## src/shared/lmsp_pkg.sv

```systemverilog
// Constants and types for the LED matrix scan and PWM core.
// Assumes a 10 MHz system clock and an APB register bus with 32-bit data.
package lmsp_pkg;

    // ----------------------------------------
    // Timing
    // ----------------------------------------
    localparam int CLK_HZ   = 10_000_000;
    localparam int SLOT_US  = 128;
    localparam int GAP_US   = 8;
    localparam int SLOT_CYC = SLOT_US * (CLK_HZ / 1_000_000);
    localparam int GAP_CYC  = GAP_US * (CLK_HZ / 1_000_000);

    // ----------------------------------------
    // Geometry
    // ----------------------------------------
    localparam int SW_NUM  = 3;
    localparam int CS_NUM  = 4;
    localparam int LED_NUM = SW_NUM * CS_NUM;
    localparam int ADDR_W  = 12;

    // ----------------------------------------
    // Register map
    // ----------------------------------------
    localparam logic [ADDR_W-1:0] CFG_ADDR      = 12'h000;
    localparam logic [ADDR_W-1:0] LEVEL_ADDR    = 12'h004;
    localparam logic [ADDR_W-1:0] STATUS_ADDR   = 12'h008;
    localparam logic [7:0]        PULLDOWN_IDX  = 8'h10;
    localparam logic [7:0]        SOFT_RST_IDX  = 8'h11;
    localparam logic [ADDR_W-1:0] PULLDOWN_ADDR = {2'h0, PULLDOWN_IDX, 2'h0};
    localparam logic [ADDR_W-1:0] SOFT_RST_ADDR = {2'h0, SOFT_RST_IDX, 2'h0};
    localparam logic [ADDR_W-1:0] PWM_BASE      = 12'h080;
    localparam int                CFG_BEN_BIT   = 0;
    localparam int                PWM_LSB       = 0;
    localparam int                MODE_LSB      = 16;

    // ----------------------------------------
    // Reset values
    // ----------------------------------------
    localparam logic [2:0] PULLDOWN_RST = 3'h0;
    localparam logic [7:0] LEVEL_RST    = 8'h00;
    localparam logic       BEN_RST      = 1'b0;
    localparam logic [9:0] PWM_RST      = 10'h000;
    localparam logic [1:0] MODE_RST     = 2'h0;
    localparam logic [1:0] MODE_PWM     = 2'h0;

    // ----------------------------------------
    // Types
    // ----------------------------------------
    typedef enum logic [2:0] {
        S_SLOT0 = 3'h0,
        S_GAP0  = 3'h1,
        S_SLOT1 = 3'h3,
        S_GAP1  = 3'h2,
        S_SLOT2 = 3'h6,
        S_GAP2  = 3'h7
    } lmsp_scan_e;

    typedef struct packed {
        logic [1:0] auto_breath_mode;
        logic [9:0] pwm;
    } lmsp_led_s;

endpackage

```

## src/verilog/lmsp_scan_pwm_core.sv

```systemverilog
// Scan sequencer, per-dot PWM and APB register file of the LED matrix core.
// Assumes one 10 MHz clock shared with the APB master, async low reset.
//
// Functional notes
// [RULE_01] Pulldown select is bits 2:0, reset 0; 000 none, 001-111 0.5k to 32k.
// [RULE_02] Any read of the soft reset location returns all registers to defaults.
// [RULE_03] Power-up reset loads defaults, so the display starts blank.
// [RULE_04] The three active-low scan switches are enabled one at a time, in order.
// [RULE_05] Each scan slot lasts 128 us, then an 8 us blanking gap.
// [RULE_06] Global current level scales all four current sources as level/256.
// [RULE_07] Each dot has its own PWM data; average current follows the PWM sum.
// [RULE_08] PWM data is a plain binary step count.
// [RULE_09] Each dot selects direct PWM or automatic breathing; no breath engine here, so breathing dots stay dark.
// [RULE_10] Direct PWM when dot mode bits are 00 or breath enable is clear.
// [RULE_11] Host may rewrite PWM values; each new value takes effect.
// [RULE_12] Host should use gamma tables: 32 steps for 1 s, 64 for 2 s.
// [RULE_13] After the third slot and gap the sequencer wraps to the first.
//
// Chosen here: the APB register port.
module lmsp_scan_pwm_core
    import lmsp_pkg::*;
(
    input  wire logic                        sys_clk_i,
    input  wire logic                        rst_n_i,
    input  wire logic                        psel_i,
    input  wire logic                        penable_i,
    input  wire logic                        pwrite_i,
    input  wire logic [lmsp_pkg::ADDR_W-1:0] paddr_i,
    input  wire logic [31:0]                 pwdata_i,
    output logic      [31:0]                 prdata_o,
    output logic                             pready_o,
    output logic                             pslverr_o,
    output logic      [lmsp_pkg::SW_NUM-1:0] scan_switch_n_o,
    output logic      [lmsp_pkg::CS_NUM-1:0] current_source_outputs_o,
    output logic      [7:0]                  global_current_level_o,
    output logic      [2:0]                  pulldown_select_o
);
    import lmsp_pkg::*;

    localparam int CNT_W = 11;
    localparam logic [CNT_W-1:0] SLOT_LAST = CNT_W'(SLOT_CYC - 1);
    localparam logic [CNT_W-1:0] GAP_LAST  = CNT_W'(GAP_CYC - 1);

    // ----------------------------------------
    // Helpers
    // ----------------------------------------
    function automatic logic is_slot(input lmsp_scan_e s);
        is_slot = (s == S_SLOT0) || (s == S_SLOT1) || (s == S_SLOT2);
    endfunction

    function automatic logic [1:0] sw_of(input lmsp_scan_e s);
        case (s)
            S_SLOT0, S_GAP0: sw_of = 2'h0;
            S_SLOT1, S_GAP1: sw_of = 2'h1;
            default:         sw_of = 2'h2;
        endcase
    endfunction

    function automatic logic pwm_hit(input logic [ADDR_W-1:0] a);
        pwm_hit = (a >= PWM_BASE) && (a < PWM_BASE + ADDR_W'(4 * LED_NUM))
                  && (a[1:0] == 2'h0);
    endfunction

    function automatic logic [3:0] pwm_idx(input logic [ADDR_W-1:0] a);
        logic [ADDR_W-1:0] off;
        off     = a - PWM_BASE;
        pwm_idx = off[5:2];
    endfunction

    // ----------------------------------------
    // Registers and state
    // ----------------------------------------
    lmsp_scan_e       state;
    logic [CNT_W-1:0] cnt;
    logic             breath_en;
    logic [7:0]       level;
    lmsp_led_s        led [LED_NUM];

    logic xfer;
    logic setup_acc;
    logic soft_rst;
    logic wr;

    assign setup_acc = psel_i && penable_i && !pready_o;
    assign xfer      = psel_i && penable_i && pready_o;
    assign wr        = xfer && pwrite_i;
    assign soft_rst  = xfer && !pwrite_i && (paddr_i == SOFT_RST_ADDR);

    // ----------------------------------------
    // APB handshake, one wait state
    // ----------------------------------------
    logic        next_err;
    logic [31:0] next_rdata;

    always_comb begin
        next_err   = 1'b0;
        next_rdata = 32'h0000_0000;
        case (paddr_i)
            CFG_ADDR:      next_rdata[CFG_BEN_BIT] = breath_en;
            LEVEL_ADDR:    next_rdata[7:0] = level;
            STATUS_ADDR:   next_rdata[2:0] = state;
            PULLDOWN_ADDR: next_rdata[2:0] = pulldown_select_o;
            SOFT_RST_ADDR: next_rdata = 32'h0000_0000;
            default: begin
                if (pwm_hit(paddr_i)) begin
                    next_rdata[PWM_LSB +: 10]  = led[pwm_idx(paddr_i)].pwm;
                    next_rdata[MODE_LSB +: 2]  = led[pwm_idx(paddr_i)].auto_breath_mode;
                end else begin
                    next_err = 1'b1;
                end
            end
        endcase
    end

    always_ff @(posedge sys_clk_i or negedge rst_n_i) begin
        if (!rst_n_i) begin
            pready_o  <= 1'b0;
            prdata_o  <= 32'h0000_0000;
            pslverr_o <= 1'b0;
        end else begin
            pready_o  <= setup_acc;
            prdata_o  <= setup_acc && !pwrite_i ? next_rdata : 32'h0000_0000;
            pslverr_o <= setup_acc && next_err;
        end
    end

    // ----------------------------------------
    // Control registers
    // ----------------------------------------
    always_ff @(posedge sys_clk_i or negedge rst_n_i) begin
        if (!rst_n_i) begin
            breath_en         <= BEN_RST;      // RULE_03
            level             <= LEVEL_RST;
            pulldown_select_o <= PULLDOWN_RST;
        end else if (soft_rst) begin
            breath_en         <= BEN_RST;      // RULE_02
            level             <= LEVEL_RST;
            pulldown_select_o <= PULLDOWN_RST;
        end else if (wr) begin
            if (paddr_i == CFG_ADDR)
                breath_en <= pwdata_i[CFG_BEN_BIT];
            if (paddr_i == LEVEL_ADDR)
                level <= pwdata_i[7:0];
            if (paddr_i == PULLDOWN_ADDR)
                pulldown_select_o <= pwdata_i[2:0];   // RULE_01
        end
    end

    // ----------------------------------------
    // Per-dot PWM and mode storage
    // ----------------------------------------
    always_ff @(posedge sys_clk_i or negedge rst_n_i) begin
        if (!rst_n_i) begin
            for (int i = 0; i < LED_NUM; i++) begin
                led[i] <= '{auto_breath_mode: MODE_RST, pwm: PWM_RST};   // RULE_03
            end
        end else if (soft_rst) begin
            for (int i = 0; i < LED_NUM; i++) begin
                led[i] <= '{auto_breath_mode: MODE_RST, pwm: PWM_RST};   // RULE_02
            end
        end else if (wr && pwm_hit(paddr_i)) begin
            led[pwm_idx(paddr_i)].pwm              <= pwdata_i[PWM_LSB +: 10];   // RULE_11
            led[pwm_idx(paddr_i)].auto_breath_mode <= pwdata_i[MODE_LSB +: 2];   // RULE_09
        end
    end

    // ----------------------------------------
    // Scan sequencer
    // ----------------------------------------
    always_ff @(posedge sys_clk_i or negedge rst_n_i) begin
        if (!rst_n_i) begin
            state <= S_SLOT0;
            cnt   <= '0;
        end else if (is_slot(state) && cnt != SLOT_LAST) begin
            cnt <= cnt + 1'b1;
        end else if (!is_slot(state) && cnt != GAP_LAST) begin
            cnt <= cnt + 1'b1;
        end else begin
            cnt <= '0;
            case (state)
                S_SLOT0: state <= S_GAP0;    // RULE_05
                S_GAP0:  state <= S_SLOT1;
                S_SLOT1: state <= S_GAP1;
                S_GAP1:  state <= S_SLOT2;
                S_SLOT2: state <= S_GAP2;
                S_GAP2:  state <= S_SLOT0;   // RULE_13
                default: state <= S_SLOT0;
            endcase
        end
    end

    // ----------------------------------------
    // Pin drivers
    // ----------------------------------------
    logic [9:0] eff_pwm [CS_NUM];

    always_comb begin
        for (int c = 0; c < CS_NUM; c++) begin
            // Breath engine absent: breathing dots stay dark
            if (led[4 * sw_of(state) + c].auto_breath_mode == MODE_PWM || !breath_en)
                eff_pwm[c] = led[4 * sw_of(state) + c].pwm;   // RULE_10
            else
                eff_pwm[c] = PWM_RST;
        end
    end

    always_ff @(posedge sys_clk_i or negedge rst_n_i) begin
        if (!rst_n_i) begin
            scan_switch_n_o          <= '1;
            current_source_outputs_o <= '0;
            global_current_level_o   <= LEVEL_RST;
        end else begin
            for (int s = 0; s < SW_NUM; s++) begin
                scan_switch_n_o[s] <= !(is_slot(state) && sw_of(state) == 2'(s));   // RULE_04
            end
            for (int c = 0; c < CS_NUM; c++) begin
                current_source_outputs_o[c] <= is_slot(state)
                    && (cnt < {1'b0, eff_pwm[c]});   // RULE_07 RULE_08
            end
            global_current_level_o <= level;   // RULE_06
        end
    end
endmodule

```

## config.mk

```make
export PLATFORM = sky130hd
export DESIGN_NAME = lmsp_scan_pwm_core
export DESIGN_NICKNAME = d
export VERILOG_FILES = /design/src/shared/lmsp_pkg.sv /design/src/verilog/lmsp_scan_pwm_core.sv
export SDC_FILE = /design/constraint.sdc
export NUM_CORES = 1
export LEC_CHECK = 0
export ABC_CLOCK_PERIOD_IN_PS = 3250
export BUFFER_PORTS_ARGS = -buffer_cell sky130_fd_sc_hd__buf_2
export CAP_MARGIN = 15
export CORE_MARGIN = 2
export CORE_UTILIZATION = 40
export DETAILED_ROUTE_END_ITERATION = 10
export GPL_ROUTABILITY_DRIVEN = 0
export PLACE_DENSITY = 0.65
export SYNTH_ARGS = -nofsm -noshare
export SYNTH_HDL_FRONTEND = slang
export SYNTH_SLANG_ARGS = --single-unit
export TNS_END_PERCENT = 10
```

## constraint.sdc

```tcl
create_clock -name sys_clk_i -period 3.25 [get_ports sys_clk_i]
set_clock_uncertainty 0.2 [all_clocks]
set_input_delay 0.975 -clock sys_clk_i [delete_from_list [all_inputs] [get_ports sys_clk_i]]
set_output_delay 0.975 -clock sys_clk_i [all_outputs]
set_load 0.1 [all_outputs]
```

==> results.md, run 1 <==
- Drt first pass iters: 8
- H-tree lvl count: 4
- Synth top area share: 0.4130
- RSZ-0062 raised after global routing: false
- Initial antenna violation count: 0
- FF+latch count, synth: 199
- Die Ht: 176.3 µm
- Overflow after GRT: 0
- Net Sw Power: 1270 µW
- Final period util: 0.9332
- Synth area leaders: dfrtp_1 41%, o21ai_0 9.3%, nand3_1 6.5%, mux4_2 6.4%, a21oi_1 5.9%
- Vias: 10527
- Initial Utilization: 0.4039
- EDFF count, synth: 0
- First-pass GRT wire length: 58640 µm
- Worst setup EP type: register
- CTS root buf: clkbuf_16
- Worst slew margin: 0.5948
- # rows: 63
- I/O pin count: 101
- 1st-iter DRT viols: 1337
- Tot Pwr: 5077 µW
- Worst reg2reg setup slack: 0.22 ns
- Largest net degree at the start of global routing: 79
- Max Freq: 329.7 MHz
- Final Hold Fails: 0
- Final-report setup violation count: 0
- Power Density: 381.7 mW/mm²
- Syn_area_per_cell: 9.241 µm²
- Worst r2r src: state[1]$_DFFE_PN0P_
- Sequential area share after synthesis: 0.4197
- CTS Buf Count: 17
- Worst Path Required: 3.36 ns
- Area leader, netlist: dfrtp_1
- Core Area: 0.02940 mm²
- # fillers: 2707
- Crit Path Class: reg2reg
- Worst hold path type: reg2reg
- Cells after Synth: 1285
- Residual DRC: 0
- R2r endpoint: current_source_outputs_o[2]$_DFF_PN0_
- Final min period: 3.033 ns
- Slew Limit Fails: 0
- Worst Tran Pin Value: 0.6078 ns
- IO Port Bufs: 60
- Later-pin clock latency in the skew report: 0.44 ns
- Sequential Power Share: 0.488
- CTS tree: yes
- Most frequent cell after synthesis: o21ai_0
- Die X: 176.3 µm
- Total GRT Usage: 0.2433
- Share of cells above drive strength 1: 0.1563
- Switching share of power: 0.2501
- Die Area: 0.03108 mm²
- Clock sinks: 199
- Synth warn: 0
- Max-Cap Viols: 0
- VDD IR max: 240.4 µV
- R2r worst-path depth: 10
- Post-synth cell types: 61
- Vias per cell: 6.207
- Crit start category: register
- Clock buffer depth: 2
- Crit path launch: state[1]$_DFFE_PN0P_
- Top_reg_cell synth: dfrtp_1
- Internal: 3808 µW
- Area Overhead vs Synth: 12.00%
- Combinational power share: 0.071
- Routed Antenna Nets: 0
- Async set-reset flop share out of synthesis: 1.000
- CP arrival: 3.15 ns
- Clock transition at path regs: 0.07 ns
- Syn Std Cell Area: 0.01188 mm²
- Hold_ws: 0.2076 ns
- Critical path peak fanout: 33
- Routed WL: 37550 µm
- Leak: 0.005453 µW
- Clock power frac: 0.441
- Nets: 1379
- Vias in the first global route: 10285
- Hpwl dp: 23940 µm
- Setup TNS Final: 0 ns
- Outcome: complete, no violations
- Leading post-synthesis cells by instance count: 220 x o21ai_0, 196 x dfrtp_1, 155 x nand3_1
- Wire per inst: 22.14 µm
- Setup crit end: current_source_outputs_o[2]$_DFF_PN0_
## routing by layer
metal / share of wire / routed length [µm] / GRT usage / vias up
li1: - / - / - / 4693
met2: 0.48 / 17880 / 0.3873 / 521
met5: 0 / 0 / 0 / -
met1: 0.41 / 15290 / 0.3241 / 5226
met3: 0.075 / 2819 / 0.03639 / 87
met4: 0.042 / 1565 / 0.1229 / 0
## how the worst min path moves through the flow
stage / startpoint / to / cells past startpoint
floorplan: level[0]$_DFFE_PN0P_ / global_current_level_o[0]$_DFF_PN0_ / 0
finish: level[0]$_DFFE_PN0P_ / global_current_level_o[0]$_DFF_PN0_ / 0
global placement: level[0]$_DFFE_PN0P_ / global_current_level_o[0]$_DFF_PN0_ / 0
CTS: level[0]$_DFFE_PN0P_ / global_current_level_o[0]$_DFF_PN0_ / 0
global route: level[7]$_DFFE_PN0P_ / global_current_level_o[7]$_DFF_PN0_ / 0
detailed placement: level[7]$_DFFE_PN0P_ / global_current_level_o[7]$_DFF_PN0_ / 0
## layout by cell type (no fill, tap or decap), types with 7 or more instances in the layout
cell type / count
dfrtp_1: 194
and3_1: 9
nor2_1: 39
buf_2: 59
nand3_1: 155
nand2_1: 88
mux2i_1: 51
ha_1: 37
buf_12: 18
buf_4: 37
o21ai_0: 220
a21o_1: 9
mux4_2: 34
nor4b_1: 8
nand2b_1: 7
nand4_1: 9
conb_1: 20
a21oi_1: 141
nor2b_1: 14
inv_1: 9
clkbuf_16: 17
## critical path: stages (launching register included)
cell and delay [ns]:
dfrtp_2 0.53, buf_12 0.28, mux2i_1 0.13, o21ai_0 0.26
buf_4 0.18, nand2_1 0.09, ha_1 0.30, and4_1 0.18
or4bb_1 0.48, a31oi_1 0.15, nor4b_1 0.09
## what timing repair did
| action | in CTS | in global routing |
|---|---|---|
| hold buffers | 0 | 0 |
| resized for setup | 0 | 2 |
| buffers inserted | 0 | 0 |
| endpoints found under the setup margin | 0 | 2 |
## logic make-up (layout without fill, tap and decap cells)
logic type      after synthesis  after routing  synth area share
compound gates              413            413            0.1884
xor+xnor                      9              9          0.006637
fa+ha+maj                    37             37           0.03898
buf+inv                     154            155           0.06490
flops                       199            199            0.4197
mux                          90             90            0.1122
other cells                   1             21         0.0003158
simple gates                382            382            0.1689
## power groups by stage
stage | clock network (µW) | registers, µW | logic (µW)
floorplan | 0 | 2540 | 224
finish | 2240 | 2480 | 360
detailed placement | 0 | 2530 | 359
global route | 2360 | 2480 | 380
CTS | 2250 | 2480 | 360
global placement | 0 | 2530 | 357
## layout make-up
class | instances | area (µm²) | area share
Tap cell | 390 | 488.0 | 0.03669
Inverter | 9 | 33.78 | 0.002540
Clock buffer | 21 | 460.4 | 0.03462
Antenna cell | 1 | 2.502 | 0.0001881
Sequential cell | 199 | 4986 | 0.3749
Multi-Input combinational cell | 951 | 6240 | 0.4691
Timing Repair Buffer | 115 | 947.2 | 0.07121
Clock inverter | 10 | 142.6 | 0.01072
## metrics by stage
stage / setup WS (ns) / instances / util / instance area (µm²)
floorplan: 0.4084 / 1304 / - / 11950
global placement: 0.1406 / 1664 / 0.4315 / 12690
detailed placement: 0.1472 / 1664 / 0.4315 / 12690
CTS: 0.1867 / 1695 / 0.4520 / 13290
global route: 0.08585 / 1695 / 0.4523 / 13300
finish: 0.2171 / 1696 / 0.4524 / 13300
## registers in the layout (all words and copies together), names as in the netlist, 4 cells and up
name,cells
led,144
prdata_o,12
cnt,11
global_current_level_o,8
level,8
current_source_outputs_o,4
(Power assumes the default switching activity.)
==> inputs of run 2 (changes only) <==
==> constraint.sdc (replaced) <==
create_clock -name sys_clk_i -period 3.25 [get_ports sys_clk_i]
set_clock_uncertainty 0.2 [all_clocks]
set_input_delay 0.8125 -clock sys_clk_i [delete_from_list [all_inputs] [get_ports sys_clk_i]]
set_output_delay 0.8125 -clock sys_clk_i [all_outputs]
set_load 0.1 [all_outputs]
==> results.md, run 2 (synthesis gave the netlist of run 1 again) <==
- Outcome: complete, no violations
- Die X: 176.3 µm
- Worst Tran Pin Value: 0.7539 ns
- CTS Buf Count: 17
- Vias in the first global route: 9923
- Leak: 0.005379 µW
- Initial Utilization: 0.4039
- Nets: 1370
- Residual DRC: 0
- Hpwl dp: 23020 µm
- Drt first pass iters: 5
- Worst reg2reg setup slack: 0.18 ns
- Worst r2r src: breath_en$_DFFE_PN0P_
- Clock sinks: 199
- I/O pin count: 101
- R2r worst-path depth: 8
- Final period util: 0.9460
- Overflow after GRT: 0
- Crit start category: register
- Clock buffer depth: 2
- Later-pin clock latency in the skew report: 0.45 ns
- Hold_ws: 0.1485 ns
- Tot Pwr: 4956 µW
- Initial antenna violation count: 0
- Post-route cell area: 0.01319 mm²
- # fillers: 2822
- Final-report setup violation count: 0
- Final Hold Fails: 0
- Final min period: 3.074 ns
- Power Density: 375.8 mW/mm²
- Max reg flops: 144
- Share of cells above drive strength 1: 0.1511
- Max Freq: 325.3 MHz
- CTS tree: yes
- Slew Limit Fails: 0
- Setup Fix Bufs, Post-CTS: 0
- Post-placement cell area: 0.01261 mm²
- Worst slew margin: 0.4974
- Crit Path Class: reg2reg
- Max-Cap Viols: 0
- Vias per cell: 6.216
- H-tree lvl count: 4
- Most frequent cells in the layout: 220 x o21ai_0, 194 x dfrtp_1, 155 x nand3_1
- CP arrival: 3.17 ns
- Largest regs: led: 144 flops, prdata_o: 12 flops, cnt: 11 flops
- Routed Antenna Nets: 0
- Worst Path Required: 3.34 ns
- Wire per inst: 21.81 µm
- Vias: 10493
- Die Ht: 176.3 µm
- First-pass GRT wire length: 58200 µm
- RSZ-0062 raised after global routing: false
- Clock transition at path regs: 0.08 ns
- Largest net degree at the start of global routing: 89
- Largest reg by FF count: led
- CTS root buf: clkbuf_16
- Routed WL: 36820 µm
- Placed insts: 1655
- R2r endpoint: current_source_outputs_o[2]$_DFF_PN0_
- VDD IR max: 265.0 µV
- Total GRT Usage: 0.2408
- Critical path peak fanout: 10
- # rows: 63
- Die Area: 0.03108 mm²
- 1st-iter DRT viols: 1252
- Final Non-Filler Cells: 1688
- Area Overhead vs Synth: 11.03%
- Core Area: 0.02940 mm²
- Worst hold path type: in2async
- IO Port Bufs: 60
- Setup TNS Final: 0 ns
- Most common cell after layout, fill and taps aside: o21ai_0
- Worst setup EP type: register
[run 2: cell count changes in the layout (fill, tap and decap cells not counted), sizes merged]
| cell | previous run | this run |
|---|---|---|
| buf | 114 | 105 |
| clkinvlp | 1 | 3 |
| clkinv | 3 | 4 |
| inv | 12 | 15 |
| clkbuf | 22 | 19 |
| bufinv | 3 | 1 |
[run 2: worst max-delay path by stage]
stage | from | to | slack (ns) | depth (start not counted)
detailed placement | paddr_i[4] | prdata_o[7]$_DFF_PN0_ | 0.18 | 5
floorplan | state[1]$_DFFE_PN0P_ | current_source_outputs_o[0]$_DFF_PN0_ | 0.41 | 11
CTS | state[2]$_DFFE_PN0P_ | current_source_outputs_o[0]$_DFF_PN0_ | 0.19 | 8
finish | breath_en$_DFFE_PN0P_ | current_source_outputs_o[2]$_DFF_PN0_ | 0.18 | 8
global route | state[2]$_DFFE_PN0P_ | current_source_outputs_o[2]$_DFF_PN0_ | 0.1 | 8
global placement | paddr_i[4] | prdata_o[7]$_DFF_PN0_ | 0.21 | 5
[run 2: metrics by stage]
step | util | worst slack [ns]
after floorplan | - | 0.4084
after global placement | 0.4288 | 0.2095
after detailed placement | 0.4288 | 0.1842
after CTS | 0.4482 | 0.1949
after global routing | 0.4484 | 0.09960
final | 0.4484 | 0.1755
[run 2: final cells by class]
| cell class | instances | area [µm²] | area share |
|---|---|---|---|
| Clock inverter | 14 | 142.6 | 0.01082 |
| Sequential cell | 199 | 4986 | 0.3782 |
| Multi-Input combinational cell | 951 | 6236 | 0.4730 |
| Clock buffer | 18 | 429.2 | 0.03255 |
| Inverter | 9 | 33.78 | 0.002562 |
| Timing Repair Buffer | 106 | 867.1 | 0.06576 |
| Tap cell | 390 | 488.0 | 0.03701 |
| Antenna cell | 1 | 2.502 | 0.0001898 |
[run 2: routing by layer]
layer,routed length (µm),GRT usage
met2,17430,0.3846
met3,2380,0.03402
met1,15760,0.3322
met5,0,0
met4,1254,0.09332
[run 2: critical path: stages, from the launching register on]
cell     delay [ns]
dfrtp_1        0.47
inv_1          0.13
or4_1          0.78
nand2_1        0.17
ha_1           0.24
and3_1         0.18
o21ai_0        0.21
a21oi_1        0.09
nor4b_1        0.45
[run 2: report_power, final]
part / switching, µW / internal [µW] / leakage (µW) / total, µW
clock: 1040 / 1080 / 0.000275 / 2120
sequential: 1.73 / 2480 / 0.00275 / 2480
combinational: 285 / 68.5 / 0.00235 / 354
total: 1330 / 3630 / 0.00538 / 4960
[run 2: repair_timing]
item                                    CTS  global route
hold buffers                              0             0
endpoints found under the setup margin    0             1
resized for setup                         0             1
==> inputs of run 3 (changes only) <==
--- a/config.mk
+++ b/config.mk
@@ -5,14 +5,16 @@
 export SDC_FILE = /design/constraint.sdc
 export NUM_CORES = 1
 export LEC_CHECK = 0
-export ABC_CLOCK_PERIOD_IN_PS = 3250
+export ABC_CLOCK_PERIOD_IN_PS = 3680
 export BUFFER_PORTS_ARGS = -buffer_cell sky130_fd_sc_hd__buf_2
 export CAP_MARGIN = 15
+export CELL_PAD_IN_SITES_DETAIL_PLACEMENT = 0
+export CELL_PAD_IN_SITES_GLOBAL_PLACEMENT = 2
 export CORE_MARGIN = 2
 export CORE_UTILIZATION = 40
 export DETAILED_ROUTE_END_ITERATION = 10
 export GPL_ROUTABILITY_DRIVEN = 0
-export PLACE_DENSITY = 0.65
+export PLACE_DENSITY = 0.92
 export SYNTH_ARGS = -nofsm -noshare
 export SYNTH_HDL_FRONTEND = slang
 export SYNTH_SLANG_ARGS = --single-unit
==> constraint.sdc (replaced) <==
create_clock -name sys_clk_i -period 3.68 [get_ports sys_clk_i]
set_clock_uncertainty 0.2 [all_clocks]
set_input_delay 0.92 -clock sys_clk_i [delete_from_list [all_inputs] [get_ports sys_clk_i]]
set_output_delay 0.92 -clock sys_clk_i [all_outputs]
set_load 0.1 [all_outputs]
==> results.md, run 3 (synthesis gave the netlist of run 1 again) <==
- Outcome: complete, no violations
- Setup TNS Final: 0 ns
- Vias: 10414
- R2r endpoint: current_source_outputs_o[2]$_DFF_PN0_
- Hold path cells: 0
- Wire per inst: 22.87 µm
- Area Overhead vs Synth: 10.87%
- WHS Endpoint: global_current_level_o[1]$_DFF_PN0_
- Crit Path Class: reg2reg
- Die Ht: 176.3 µm
- Die X: 176.3 µm
- Crit start category: register
- Core Area: 0.02940 mm²
- CP arrival: 3.52 ns
- Final period util: 0.9204
- CTS root buf: clkbuf_16
- Setup Fix Bufs, Post-CTS: 0
- CTS tree: yes
- Power Density: 336.3 mW/mm²
- Final Hold Fails: 0
- Clock sinks: 199
- Worst setup EP type: register
- Nets: 1374
- Initial antenna violation count: 0
- Overflow after GRT: 0
- RSZ-0062 raised after global routing: false
- VDD IR max: 299.9 µV
- Slew Limit Fails: 0
- Residual DRC: 0
- Worst reg2reg setup slack: 0.29 ns
- R2r worst-path depth: 8
- Max-Cap Viols: 0
- Hold path start: level[1]$_DFFE_PN0P_
- Max reg flops: 144
- Drt first pass iters: 5
- First-pass GRT wire length: 60400 µm
- Worst Path Required: 3.81 ns
- Final min period: 3.387 ns
- Worst Tran Pin Value: 0.8200 ns
- Post-cts sizing count: 0
- Final-report setup violation count: 0
- Tot Pwr: 4428 µW
- Worst hold path type: reg2reg
- Vias per cell: 6.155
- Routed WL: 38700 µm
- Crit path launch: state[2]$_DFFE_PN0P_
- CTS Buf Count: 17
- # rows: 63
- Clock transition at path regs: 0.08 ns
- Routed Antenna Nets: 0
- Worst slew margin: 0.4534
- I/O pin count: 101
- Leak: 0.005393 µW
- 1st-iter DRT viols: 1084
- Initial Utilization: 0.4039
- Vias in the first global route: 10085
- Most frequent cells in the layout: 220 x o21ai_0, 194 x dfrtp_1, 155 x nand3_1
- Largest net degree at the start of global routing: 82
- Total GRT Usage: 0.2527
- Cts hold-fix bufs: 0
- Max Freq: 295.2 MHz
- H-tree lvl count: 4
- Worst r2r src: state[2]$_DFFE_PN0P_
- Most common cell after layout, fill and taps aside: o21ai_0
- Later-pin clock latency in the skew report: 0.46 ns
- Share of cells above drive strength 1: 0.1537
- Critical path peak fanout: 27
- Largest regs: led: 144 flops, prdata_o: 12 flops, cnt: 11 flops
- Largest reg by FF count: led
- Die Area: 0.03108 mm²
- Hpwl dp: 25310 µm
- # fillers: 2856
- Clock buffer depth: 2
- IO Port Bufs: 60
run 3: changes by cell type in the layout (fill, tap and decap cells not counted), moves of 2 or more:
cell / change
clkbuf_8: +2
buf_4: +10
buf_12: -6
clkinvlp_4: -3
clkinv_2: -2
clkinv_8: +3
run 3: layer usage:
layer / vias up / track usage / share of wire
li1: 4682 / - / -
met4: 0 / 0.08058 / 0.023
met2: 416 / 0.4113 / 0.48
met1: 5268 / 0.3476 / 0.42
met5: - / 0 / 0
met3: 48 / 0.03854 / 0.068
run 3: area by class of cell:
cell class | instances | area, µm² | area share
flip-flops and latches | 199 | 4986 | 0.3787
clock buffers | 19 | 452.9 | 0.03440
clock inverters | 13 | 148.9 | 0.01131
repair buffers | 110 | 822.0 | 0.06243
well taps | 390 | 488.0 | 0.03706
multi-input cells | 951 | 6232 | 0.4733
diodes | 1 | 2.502 | 0.0001901
inverters | 9 | 33.78 | 0.002566
run 3: how the worst max path moves through the flow:
| stage | to | slack, ns | depth (start not counted) |
|---|---|---|---|
| after global placement | prdata_o[2]$_DFF_PN0_ | 0.35 | 6 |
| after detailed placement | led[38]$_DFFE_PN0P_ | 0.37 | 6 |
| after global routing | current_source_outputs_o[2]$_DFF_PN0_ | 0.18 | 8 |
| after floorplan | current_source_outputs_o[0]$_DFF_PN0_ | 0.84 | 11 |
| after CTS | current_source_outputs_o[2]$_DFF_PN0_ | 0.40 | 8 |
| final | current_source_outputs_o[2]$_DFF_PN0_ | 0.29 | 8 |
run 3: per-stage QoR:
step | setup WS [ns] | instance area [µm²] | util | std cells | hold slack (ns)
floorplan | 0.8384 | 11950 | - | 1304 | 0.1677
global placement | 0.3532 | 12560 | 0.4273 | 1659 | 0.2053
detailed placement | 0.3710 | 12560 | 0.4273 | 1659 | 0.1893
CTS | 0.4020 | 13160 | 0.4477 | 1691 | 0.2058
global route | 0.1846 | 13160 | 0.4477 | 1691 | 0.2348
finish | 0.2928 | 13170 | 0.4478 | 1692 | 0.2075
run 3: power by group:
part           internal [µW]  switching (µW)  leakage [µW]
clock                    952             975      0.000297
combinational           60.5             252       0.00234
sequential              2190            1.58       0.00275
run 3: critical path, cell delays in order, from the launching register on:
cell and delay [ns]:
dfrtp_2 0.68, nor4_1 0.12, or4_1 0.82, nand2_1 0.17
ha_1 0.26, and3_1 0.16, o21ai_0 0.36, a21oi_1 0.13
nor4b_1 0.37
